### src/scd_pkg.sv
package scd_pkg;

  // Register indices; the byte address on the bus is four times the index.
  localparam logic [7:0] IDX_AXIS_CFG = 8'h2F;
  localparam logic [7:0] IDX_FUNC_CFG = 8'h30;
  localparam logic [7:0] IDX_UPPER_THR = 8'h38;
  localparam logic [7:0] IDX_LOWER_THR = 8'h39;
  localparam logic [7:0] IDX_OUT_DBC = 8'h3A;
  localparam logic [7:0] IDX_WIN_DBC = 8'h3B;
  localparam logic [7:0] IDX_STATUS = 8'h3C;

  // Axis enable register fields.
  localparam int unsigned AX_OUT_LATCH = 7;
  localparam int unsigned AX_WIN_LATCH = 6;
  localparam int unsigned AX_OUT_LSB = 3;
  localparam int unsigned AX_WIN_LSB = 0;

  // Function register fields.
  localparam int unsigned FN_ON = 7;
  localparam int unsigned FN_REF_MODE_LSB = 5;
  localparam int unsigned FN_OUT_DB_MODE = 4;
  localparam int unsigned FN_WIN_DB_MODE = 3;
  localparam int unsigned FN_WIN_OR = 2;
  localparam int unsigned FN_VECTOR = 1;
  localparam int unsigned FN_RELOAD = 0;

  // Reset values; the boot values apply when the boot mode pin is high.
  localparam logic [7:0] AXIS_CFG_RST = 8'h00;
  localparam logic [7:0] AXIS_CFG_BOOT = 8'h38;
  localparam logic [7:0] FUNC_CFG_RST = 8'h00;
  localparam logic [7:0] FUNC_CFG_BOOT_MOTION = 8'hD8;
  localparam logic [7:0] FUNC_CFG_BOOT_IDLE = 8'h58;
  localparam logic [11:0] THR_RST = 12'h000;
  localparam logic [7:0] DBC_RST = 8'h00;
  localparam logic [11:0] REF_RST = 12'h000;

  typedef enum logic [1:0] {
    REF_ON_OUTSIDE = 2'b00,
    REF_HOLD = 2'b01,
    REF_SLOPE = 2'b10,
    REF_ZERO = 2'b11
  } scd_ref_mode_t;

  // One output-data-rate sample of the three axes and the vector magnitude.
  typedef struct packed {
    logic [11:0] x;
    logic [11:0] y;
    logic [11:0] z;
    logic [11:0] mag;
  } scd_sample_t;

endpackage

### src/scd_change_detect.sv
`timescale 1ns/1ns
`default_nettype none

module scd_debounce (
  // Clock and reset
  input wire logic clk,
  input wire logic rst,
  // Control
  input wire logic clr,
  input wire logic tick,
  input wire logic cond,
  input wire logic clearMode,
  input wire logic [7:0] limit,
  // Result
  output logic active
);
  logic [7:0] cnt_r;
  logic [7:0] cnt_nxt;
  logic active_nxt;

  always_comb begin
    if (cond) begin
      cnt_nxt = (cnt_r < limit) ? 8'(cnt_r + 8'h01) : cnt_r;
      active_nxt = active | (cnt_nxt == limit);
    end else if (clearMode) begin
      cnt_nxt = 8'h00;
      active_nxt = 1'b0;
    end else begin
      // Counting down from the limit keeps the flag for limit false periods; it drops on the next one.
      cnt_nxt = (cnt_r != 8'h00) ? 8'(cnt_r - 8'h01) : 8'h00;
      active_nxt = (cnt_r == 8'h00) ? 1'b0 : active;
    end
  end

  always_ff @(posedge clk or posedge rst) begin
    if (rst) begin
      cnt_r <= 8'h00;
      active <= 1'b0;
    end else if (clr) begin
      cnt_r <= 8'h00;
      active <= 1'b0;
    end else if (tick) begin
      cnt_r <= cnt_nxt;
      active <= active_nxt;
    end
  end
endmodule

// Contract
// - X, Y, Z axis bits join outside evaluation.
// - X, Y, Z bits join within evaluation.
// - Enable low turns the whole function off.
// - Enabling initialises references per update mode.
// - Mode 00b: first sample, then on outside.
// - Mode 01b: first sample held until reload.
// - Mode 10b: reload after every evaluation.
// - Mode 11b: references are fixed zero.
// - Outside mode 0: count down when false.
// - Outside mode 1: clear counter when false.
// - Within mode 0: count down when false.
// - Within mode 1: clear counter when false.
// - Within combine: AND at 0, OR at 1.
// - Vector mode feeds magnitude to X only.
// - Reload strobe reloads, except in mode 11b.
// - Reload may wait up to one sample period.
// - Reload strobe clears itself when done.
// - Enable resets by boot pin and motion option.
// - Within means between thresholds, else outside.
// - Latched flags hold until status is read.
// - Activity or wake/sleep changes reset counters.
module scd_change_detect
  import scd_pkg::*;
(
  // Clock and reset
  input wire logic clk,
  input wire logic rst,
  // APB slave
  input wire logic psel,
  input wire logic penable,
  input wire logic pwrite,
  input wire logic [9:0] paddr,
  input wire logic [31:0] pwdata,
  output logic [31:0] prdata,
  output logic pready,
  output logic pslverr,
  // Sample stream
  input wire logic sampleTick,
  input wire scd_pkg::scd_sample_t sample,
  // Device mode inputs
  input wire logic bootModePin,
  input wire logic motionDetectOption,
  input wire logic activeMode,
  input wire logic wakeSleepChange,
  // Detection results
  output logic outsideEventActive,
  output logic withinEventActive,
  output logic [2:0] outsideAxisFlags,
  output logic [2:0] withinAxisFlags
);
  import scd_pkg::*;

  logic [7:0] axisCfg_r;
  logic [7:0] funcCfg_r;
  logic [11:0] upperThr_r;
  logic [11:0] lowerThr_r;
  logic [7:0] outDbc_r;
  logic [7:0] winDbc_r;
  logic bootDone_r;
  logic reloadPend_r;
  logic firstPend_r;
  logic activePrev_r;
  logic [11:0] refX_r;
  logic [11:0] refY_r;
  logic [11:0] refZ_r;
  logic [2:0] outsideAxis_r;
  logic [2:0] withinAxis_r;

  logic en;
  logic vecMode;
  scd_ref_mode_t refMode;
  logic wrAccess;
  logic rdAccess;
  logic hit;
  logic wrFunc;
  logic rdStatus;
  logic runTick;
  logic evalTick;
  logic refLoad;
  logic dbClr;
  logic [11:0] chanX;
  logic [12:0] dX;
  logic [12:0] dY;
  logic [12:0] dZ;
  logic [12:0] upExt;
  logic [12:0] loExt;
  logic [2:0] withinRaw;
  logic [2:0] otEn;
  logic [2:0] wtEn;
  logic [2:0] outsideEn;
  logic [2:0] withinEn;
  logic outsideCond;
  logic withinCond;
  logic [31:0] rdMux;

  assign en = funcCfg_r[FN_ON];
  assign vecMode = funcCfg_r[FN_VECTOR];
  assign refMode = scd_ref_mode_t'(funcCfg_r[FN_REF_MODE_LSB +: 2]);

  // Bus decode. The slave never inserts wait states.
  assign pready = 1'b1;
  assign wrAccess = psel & penable & pwrite;
  assign rdAccess = psel & penable & ~pwrite;
  assign hit = (paddr[1:0] == 2'b00) &&
    (paddr[9:2] == IDX_AXIS_CFG || paddr[9:2] == IDX_FUNC_CFG ||
     paddr[9:2] == IDX_UPPER_THR || paddr[9:2] == IDX_LOWER_THR ||
     paddr[9:2] == IDX_OUT_DBC || paddr[9:2] == IDX_WIN_DBC ||
     paddr[9:2] == IDX_STATUS);
  assign pslverr = psel & penable & ~hit;
  assign wrFunc = wrAccess && hit && paddr[9:2] == IDX_FUNC_CFG;
  assign rdStatus = rdAccess && hit && paddr[9:2] == IDX_STATUS;

  always_comb begin
    rdMux = 32'h00000000;
    unique case (paddr[9:2])
      IDX_AXIS_CFG: rdMux[7:0] = axisCfg_r;
      IDX_FUNC_CFG: rdMux[7:0] = {funcCfg_r[7:1], reloadPend_r};
      IDX_UPPER_THR: rdMux[11:0] = upperThr_r;
      IDX_LOWER_THR: rdMux[11:0] = lowerThr_r;
      IDX_OUT_DBC: rdMux[7:0] = outDbc_r;
      IDX_WIN_DBC: rdMux[7:0] = winDbc_r;
      IDX_STATUS: rdMux[7:0] = {withinAxisFlags, outsideAxisFlags,
                                withinEventActive, outsideEventActive};
      default: rdMux = 32'h00000000;
    endcase
    if (!hit) begin
      rdMux = 32'h00000000;
    end
  end

  // Read data is latched in the setup phase so it comes from a flip-flop.
  always_ff @(posedge clk or posedge rst) begin
    if (rst) begin
      prdata <= 32'h00000000;
    end else if (psel && !penable) begin
      prdata <= rdMux;
    end
  end

  // The boot strap is caught at the first edge after reset release.
  always_ff @(posedge clk or posedge rst) begin
    if (rst) begin
      bootDone_r <= 1'b0;
    end else begin
      bootDone_r <= 1'b1;
    end
  end

  always_ff @(posedge clk or posedge rst) begin
    if (rst) begin
      axisCfg_r <= AXIS_CFG_RST;
      funcCfg_r <= FUNC_CFG_RST;
    end else if (!bootDone_r) begin
      if (bootModePin) begin
        axisCfg_r <= AXIS_CFG_BOOT;
        funcCfg_r <= motionDetectOption ? FUNC_CFG_BOOT_MOTION : FUNC_CFG_BOOT_IDLE;
      end
    end else if (wrAccess && hit) begin
      if (paddr[9:2] == IDX_AXIS_CFG) begin
        axisCfg_r <= pwdata[7:0];
      end
      if (paddr[9:2] == IDX_FUNC_CFG) begin
        // The reload bit itself lives in its own pending flop.
        funcCfg_r <= {pwdata[7:1], 1'b0};
      end
    end
  end

  always_ff @(posedge clk or posedge rst) begin
    if (rst) begin
      upperThr_r <= THR_RST;
      lowerThr_r <= THR_RST;
      outDbc_r <= DBC_RST;
      winDbc_r <= DBC_RST;
    end else if (wrAccess && hit) begin
      if (paddr[9:2] == IDX_UPPER_THR) begin
        upperThr_r <= pwdata[11:0];
      end
      if (paddr[9:2] == IDX_LOWER_THR) begin
        lowerThr_r <= pwdata[11:0];
      end
      if (paddr[9:2] == IDX_OUT_DBC) begin
        outDbc_r <= pwdata[7:0];
      end
      if (paddr[9:2] == IDX_WIN_DBC) begin
        winDbc_r <= pwdata[7:0];
      end
    end
  end

  // Work happens only on sample ticks while enabled and active.
  assign runTick = sampleTick & en & activeMode;
  // Absolute mode needs no captured reference, so its first tick is evaluated at once.
  assign evalTick = runTick & (~firstPend_r | (refMode == REF_ZERO));

  // The pending reload is served at the next sample tick, so software sees it set for
  // up to one sample period. A new write in the serving cycle wins over the clear.
  always_ff @(posedge clk or posedge rst) begin
    if (rst) begin
      reloadPend_r <= 1'b0;
    end else if (wrFunc && pwdata[FN_RELOAD]) begin
      reloadPend_r <= 1'b1;
    end else if (!en || runTick) begin
      reloadPend_r <= 1'b0;
    end
  end

  // While disabled the first-sample flag stays armed, so enabling captures in every mode except 11b.
  always_ff @(posedge clk or posedge rst) begin
    if (rst) begin
      firstPend_r <= 1'b1;
    end else if (!en) begin
      firstPend_r <= 1'b1;
    end else if (runTick) begin
      firstPend_r <= 1'b0;
    end
  end

  always_comb begin
    refLoad = 1'b0;
    if (runTick) begin
      unique case (refMode)
        REF_ON_OUTSIDE: refLoad = firstPend_r | reloadPend_r | outsideEventActive;
        REF_HOLD: refLoad = firstPend_r | reloadPend_r;
        REF_SLOPE: refLoad = 1'b1;
        REF_ZERO: refLoad = 1'b0;
      endcase
    end
  end

  assign chanX = vecMode ? sample.mag : sample.x;

  always_ff @(posedge clk or posedge rst) begin
    if (rst) begin
      refX_r <= REF_RST;
      refY_r <= REF_RST;
      refZ_r <= REF_RST;
    end else if (!en || refMode == REF_ZERO) begin
      refX_r <= REF_RST;
      refY_r <= REF_RST;
      refZ_r <= REF_RST;
    end else if (refLoad) begin
      refX_r <= chanX;
      refY_r <= sample.y;
      refZ_r <= sample.z;
    end
  end

  // Magnitude is unsigned; axis data are two's complement.
  assign dX = vecMode ? 13'({1'b0, chanX} - {1'b0, refX_r})
                      : 13'({chanX[11], chanX} - {refX_r[11], refX_r});
  assign dY = 13'({sample.y[11], sample.y} - {refY_r[11], refY_r});
  assign dZ = 13'({sample.z[11], sample.z} - {refZ_r[11], refZ_r});
  assign upExt = {upperThr_r[11], upperThr_r};
  assign loExt = {lowerThr_r[11], lowerThr_r};

  always_comb begin
    withinRaw[2] = ($signed(dX) > $signed(loExt)) && ($signed(dX) < $signed(upExt));
    withinRaw[1] = ($signed(dY) > $signed(loExt)) && ($signed(dY) < $signed(upExt));
    withinRaw[0] = ($signed(dZ) > $signed(loExt)) && ($signed(dZ) < $signed(upExt));
  end

  assign otEn = axisCfg_r[AX_OUT_LSB +: 3] & (vecMode ? 3'h4 : 3'h7);
  assign wtEn = axisCfg_r[AX_WIN_LSB +: 3] & (vecMode ? 3'h4 : 3'h7);
  assign outsideEn = otEn & ~withinRaw;
  assign withinEn = wtEn & withinRaw;
  assign outsideCond = |outsideEn;
  assign withinCond = funcCfg_r[FN_WIN_OR] ? (|withinEn)
                                           : ((wtEn != 3'h0) && (withinEn == wtEn));

  always_ff @(posedge clk or posedge rst) begin
    if (rst) begin
      activePrev_r <= 1'b0;
    end else begin
      activePrev_r <= activeMode;
    end
  end

  assign dbClr = ~en | (activeMode ^ activePrev_r) | wakeSleepChange;

  scd_debounce outsideDb (
    .clk(clk),
    .rst(rst),
    .clr(dbClr),
    .tick(evalTick),
    .cond(outsideCond),
    .clearMode(funcCfg_r[FN_OUT_DB_MODE]),
    .limit(outDbc_r),
    .active(outsideEventActive)
  );

  scd_debounce withinDb (
    .clk(clk),
    .rst(rst),
    .clr(dbClr),
    .tick(evalTick),
    .cond(withinCond),
    .clearMode(funcCfg_r[FN_WIN_DB_MODE]),
    .limit(winDbc_r),
    .active(withinEventActive)
  );

  always_ff @(posedge clk or posedge rst) begin
    if (rst) begin
      outsideAxis_r <= 3'h0;
      withinAxis_r <= 3'h0;
    end else if (!en) begin
      outsideAxis_r <= 3'h0;
      withinAxis_r <= 3'h0;
    end else if (evalTick) begin
      outsideAxis_r <= outsideEn;
      withinAxis_r <= withinEn;
    end
  end

  // Latched flags survive until a status read; a new event in that cycle still sets them.
  always_ff @(posedge clk or posedge rst) begin
    if (rst) begin
      outsideAxisFlags <= 3'h0;
      withinAxisFlags <= 3'h0;
    end else if (!en) begin
      outsideAxisFlags <= 3'h0;
      withinAxisFlags <= 3'h0;
    end else begin
      if (axisCfg_r[AX_OUT_LATCH]) begin
        outsideAxisFlags <= (outsideAxisFlags & {3{~rdStatus}}) |
                            (outsideAxis_r & {3{outsideEventActive}});
      end else begin
        outsideAxisFlags <= outsideAxis_r & {3{outsideEventActive}};
      end
      if (axisCfg_r[AX_WIN_LATCH]) begin
        withinAxisFlags <= (withinAxisFlags & {3{~rdStatus}}) |
                           (withinAxis_r & {3{withinEventActive}});
      end else begin
        withinAxisFlags <= withinAxis_r & {3{withinEventActive}};
      end
    end
  end

  property p_zero_refs;
    @(posedge clk) disable iff (rst)
    (en && refMode == REF_ZERO) ##1 (en && refMode == REF_ZERO)
      |-> (refX_r == 12'h000 && refY_r == 12'h000 && refZ_r == 12'h000);
  endproperty
  a_zero_refs: assert property (p_zero_refs) else $error("refs not zero in absolute mode");

  property p_off_quiet;
    @(posedge clk) disable iff (rst)
    !en |=> (!outsideEventActive && !withinEventActive && outsideAxisFlags == 3'h0);
  endproperty
  a_off_quiet: assert property (p_off_quiet) else $error("activity while disabled");

  property p_reload_done;
    @(posedge clk) disable iff (rst)
    (reloadPend_r && runTick && !wrFunc) |=> !reloadPend_r;
  endproperty
  a_reload_done: assert property (p_reload_done) else $error("reload bit did not clear");

  property p_slope_load;
    @(posedge clk) disable iff (rst)
    (runTick && refMode == REF_SLOPE && !vecMode) ##1 en |-> refX_r == $past(sample.x);
  endproperty
  a_slope_load: assert property (p_slope_load) else $error("slope ref not loaded");

  property p_hold_refs;
    @(posedge clk) disable iff (rst)
    (en && refMode == REF_HOLD && !refLoad) ##1 (en && refMode == REF_HOLD)
      |-> $stable(refX_r) && $stable(refY_r) && $stable(refZ_r);
  endproperty
  a_hold_refs: assert property (p_hold_refs) else $error("held refs changed");

  property p_and_combine;
    @(posedge clk) disable iff (rst)
    (!funcCfg_r[FN_WIN_OR] && (wtEn & ~withinRaw) != 3'h0) |-> !withinCond;
  endproperty
  a_and_combine: assert property (p_and_combine) else $error("AND combine wrong");

  property p_outside_enabled;
    @(posedge clk) disable iff (rst)
    (otEn == 3'h0) |-> !outsideCond;
  endproperty
  a_outside_enabled: assert property (p_outside_enabled) else $error("disabled axis used");

  property p_boot_off;
    @(posedge clk) disable iff (rst)
    (!bootDone_r && !bootModePin) ##1 !wrFunc[*1] |-> !funcCfg_r[FN_ON];
  endproperty
  a_boot_off: assert property (p_boot_off) else $error("enable set after low boot pin");

  property p_out_clear_mode;
    @(posedge clk) disable iff (rst)
    (evalTick && funcCfg_r[FN_OUT_DB_MODE] && !outsideCond) |=> !outsideEventActive;
  endproperty
  a_out_clear_mode: assert property (p_out_clear_mode) else $error("outside flag kept");

  c_outside_event: cover property (@(posedge clk) disable iff (rst) $rose(outsideEventActive));
  c_within_event: cover property (@(posedge clk) disable iff (rst) $rose(withinEventActive));
  c_reload: cover property (@(posedge clk) disable iff (rst) reloadPend_r && runTick);
  c_latched_read: cover property (@(posedge clk) disable iff (rst)
    rdStatus && outsideAxisFlags != 3'h0);

endmodule

`default_nettype wire

### config.mk
export PLATFORM = sky130hd
export DESIGN_NAME = scd_change_detect
export DESIGN_NICKNAME = d
export VERILOG_FILES = /design/src/scd_pkg.sv /design/src/scd_change_detect.sv
export SDC_FILE = /design/constraint.sdc
export NUM_CORES = 1
export LEC_CHECK = 0
export ABC_AREA = 1
export BUFFER_PORTS_ARGS = -buffer_cell sky130_fd_sc_hd__buf_2
export CELL_PAD_IN_SITES_DETAIL_PLACEMENT = 1
export CELL_PAD_IN_SITES_GLOBAL_PLACEMENT = 1
export CORE_MARGIN = 1
export CORE_UTILIZATION = 25
export DETAILED_ROUTE_END_ITERATION = 7
export PLACE_DENSITY = 0.51
export SLEW_MARGIN = 20
export SYNTH_ARGS = -nofsm -noshare
export SYNTH_HDL_FRONTEND = slang
export SYNTH_SLANG_ARGS = --single-unit
### constraint.sdc
create_clock -name clk -period 9.5 [get_ports clk]
set_input_delay 0.475 -clock clk [delete_from_list [all_inputs] [get_ports clk]]
set_output_delay 0.475 -clock clk [all_outputs]
set_load 0.1 [all_outputs]
==> flow_summary_export.csv <==
group,metric,value,unit
run_status,status,"finished, final reports clean",
floorplan,pin_count,142,
clocking,numCtsBuffers,17,
layout,nFillCells,5652,
synth,synth_cells,1606,
layout,final_area,13100,sq um
layout,layout-drive-gt1-share,10.7,%
floorplan,die_w,216,microns
pwr,seqPwrFrac,33.4,%
layout,final_cell_mix,"418 x nand2_1, 240 x inv_1, 149 x nand3_1",
synth,netlist_area,11500,sq um
clocking,cts_buffer_depth,2,
worst_setup_path,start_kind,"register",
pwr,power_density,137,nW/um^2
synth,synth-edff-count,0,
clocking,cts_resized,0,
placed_design,dpl_cell_area,12500,sq um
placed_design,place.detailed.hpwl,32.1,mm
pwr,p_int,1.17,mW
timing,worst_pin_slew,0.991,ns
layout,final_core_util,28.9,%
drt,antenna_left,0,
clocking,cts_hold_buffers,0,
layout,nets,1930,
drt,drtPass1Iterations,5,
grt,grt_pass1_vias,11081,
drt,drt_iter0_markers,480,
worst_setup_path,crit_fanout,16,
timing,rsz0062_at_grt,"false",
drt,vias,10680,
synth,synth_cell_types,53,
pwr,power_switching,632,uW
synth,ys_ff_latch,137,
timing,fmax,158,MHz
pwr,peakVddDrop,0.000110,V
grt,grt_pass1_wl,64.8,mm
clocking,clock_latency,0.48,ns
grt,grt_max_degree,88,
pwr,clkPwrFrac,39.9,%
placed_design,globalplace.congestion,0.880,
worst_setup_path,cp_data_arrival_time,6.72,ns
floorplan,coreArea,45300,sq um
timing,fin_setup_tns,0,ns
timing,period_share,66.5,%
layout,multiInputGateArea,6870,sq um
drt,post-route-drc-count,0,
hold_path,worst_hold_path_type,"in -> reg",
synth,syn-mean-instance-area,7.14,sq um
worst_setup_path,crit_path_end_kind,"register",
synth,yosys_warnings,0,
drt,wirelength,41.1,mm
timing,report.final.slew_viol_count,0,
floorplan,start_util,25.3,%
floorplan,die_h,216,microns
pwr,pwr-share-comb,26.7,%
pwr,power.leakage,6.64,nW
clocking,cts_max_level,4,
grt,grt_use_total,18.3,%
placed_design,place_inst,2276,
floorplan,dieArea,46700,sq um
timing,setup_viol,0,
timing,hold_slack,0.125,ns
layout,final_cells,2308,
timing,slew_headroom,33.1,%
layout,area_growth,14.3,%
clocking,cts_sinks,137,
synth,yosysSeqAreaShare,29.9,%
clocking,root_buffer,"clkbuf_16",
drt,wire_per_inst,17.8,microns
placed_design,portBuffers,100,
floorplan,rows,78,
timing,min_period,6.31,ns
job,max_cap_violations,0,
synth,synthFlopType,"dfrtp_1",
pwr,p_sw_share,35.1,%
synth,async_flop_share,100,%
layout,antenna_cells,0,
worst_setup_path,cp_data_required_time,9.90,ns
layout,regArea,3430,sq um
grt,antenna_found_initial,0,
worst_setup_path,crit_type,"reg -> reg",
timing,hold_viol_final,0,
clocking,cts_setup_buffers,0,
grt,gr-total-overflow,0,
layout,final_common_cell,"nand2_1",
clocking,cts_tree,"built",
timing,skew,0.0102,ns
drt,via_per_inst,4.63,
clocking,clkSlewWorstSetupHoldPaths,0.07,ns
## cell type report
cell class / count / share of cell area (%)
Multi-Input combinational cell: 1191 / 52.4
Clock buffer: 21 / 3.44
Timing Repair Buffer: 105 / 4.10
Inverter: 243 / 7.00
Sequential cell: 137 / 26.2
Clock inverter: 11 / 1.13
Tap cell: 600 / 5.73
## kinds of logic after synthesis
family | share of synthesized area, %
and+or+nand+nor | 26.9
DFF | 29.9
muxes | 0.0873
xor gates and xnor gates | 3.36
AOI/OAI and AO/OA | 13.8
adders and majority gates | 14.9
buffers and inverters | 10.9
other | 0.0655
## power groups by stage
stage               Clock (mW)  Sequential [mW]  Combinational (mW)
finish                   0.719            0.600               0.480
global route             0.760            0.601               0.558
CTS                      0.742            0.600               0.493
detailed placement           0            0.611               0.490
global placement             0            0.611               0.475
floorplan                    0            0.608               0.353
## final timing paths
path	start	to	slack (ns)	cells past startpoint
max	funcCfg_r[1]	outsideDb.cnt_r[5]	3.19	26
min	activeMode	activePrev_r	0.12	1
max reg2reg	funcCfg_r[1]	outsideDb.cnt_r[5]	3.19	26
min reg2reg	firstPend_r	firstPend_r	0.48	2
max in group asynchronous	rst	reloadPend_r	8.11	3
min in group asynchronous	rst	outsideDb.cnt_r[3]	0.15	2
## per-layer routing
| metal | wire length (microns) | up-vias | global-route usage, % | part of all wire, % |
|---|---|---|---|---|
| met3 | 1060 | 40 | 3.27 | 2.6 |
| met5 | 0 | - | 0 | 0 |
| li1 | - | 5399 | - | - |
| met2 | 20500 | 107 | 32.1 | 50 |
| met1 | 18900 | 5134 | 22.9 | 46 |
| met4 | 651 | 0 | 5.26 | 1.6 |
## through the flow
stage / total power, mW / worst slack, ns
final: 1.80 / 3.19
after global routing: 1.92 / 2.36
after CTS: 1.84 / 2.98
after detailed placement: 1.10 / 3.01
after global placement: 1.09 / 3.07
after floorplan: 0.961 / 5.21
## sequential cells by signal, summed over array words and instances, names as in the netlist, 3 cells and up
name	flops
withinAxis_r	3
outsideAxisFlags	3
refX_r	12
outDbc_r	8
funcCfg_r	7
withinAxisFlags	3
outsideAxis_r	3
outsideDb.cnt_r	8
refY_r	12
refZ_r	12
prdata	12
upperThr_r	12
lowerThr_r	12
winDbc_r	8
withinDb.cnt_r	8
axisCfg_r	8
## worst max-delay path, cell delays in order (launching register included)
cell and delay (ns):
dfrtp_1 0.79, inv_1 0.52, or2_2 0.40, o21ai_0 0.22, fa_1 0.31, nor2_1 0.06
a211oi_1 0.29, o21ai_0 0.19, a21boi_0 0.35, o21ai_0 0.19, a21oi_1 0.16, nor2_1 0.05
o21ai_0 0.28, ha_1 0.35, nand2_1 0.10, nor2_1 0.06, nand2_1 0.08, nor2_1 0.05
nor2_1 0.15, nand2_1 0.07, a21oi_1 0.17, nand3_1 0.15, nand2_1 0.34, nand3_1 0.47
nand2_1 0.21, nand2_1 0.06, o21ai_0 0.16
## synthesized netlist by cell type (all sizes together) (4+ instances only)
master | number | area (sq um)
nor2 | 80 | 310
nand3 | 152 | 776
nor3 | 14 | 86.3
buf | 33 | 258
ha | 132 | 1650
dfrtp | 136 | 3400
nand4 | 18 | 149
a22oi | 7 | 52.6
xor2 | 34 | 298
a21oi | 90 | 454
o21ai | 137 | 768
xnor2 | 10 | 87.6
nand2 | 428 | 1630
nor4 | 4 | 25.0
inv | 241 | 905
clkbuf | 22 | 82.6
nand3b | 6 | 45.0
o22ai | 27 | 169
(Power assumes the default switching activity.)
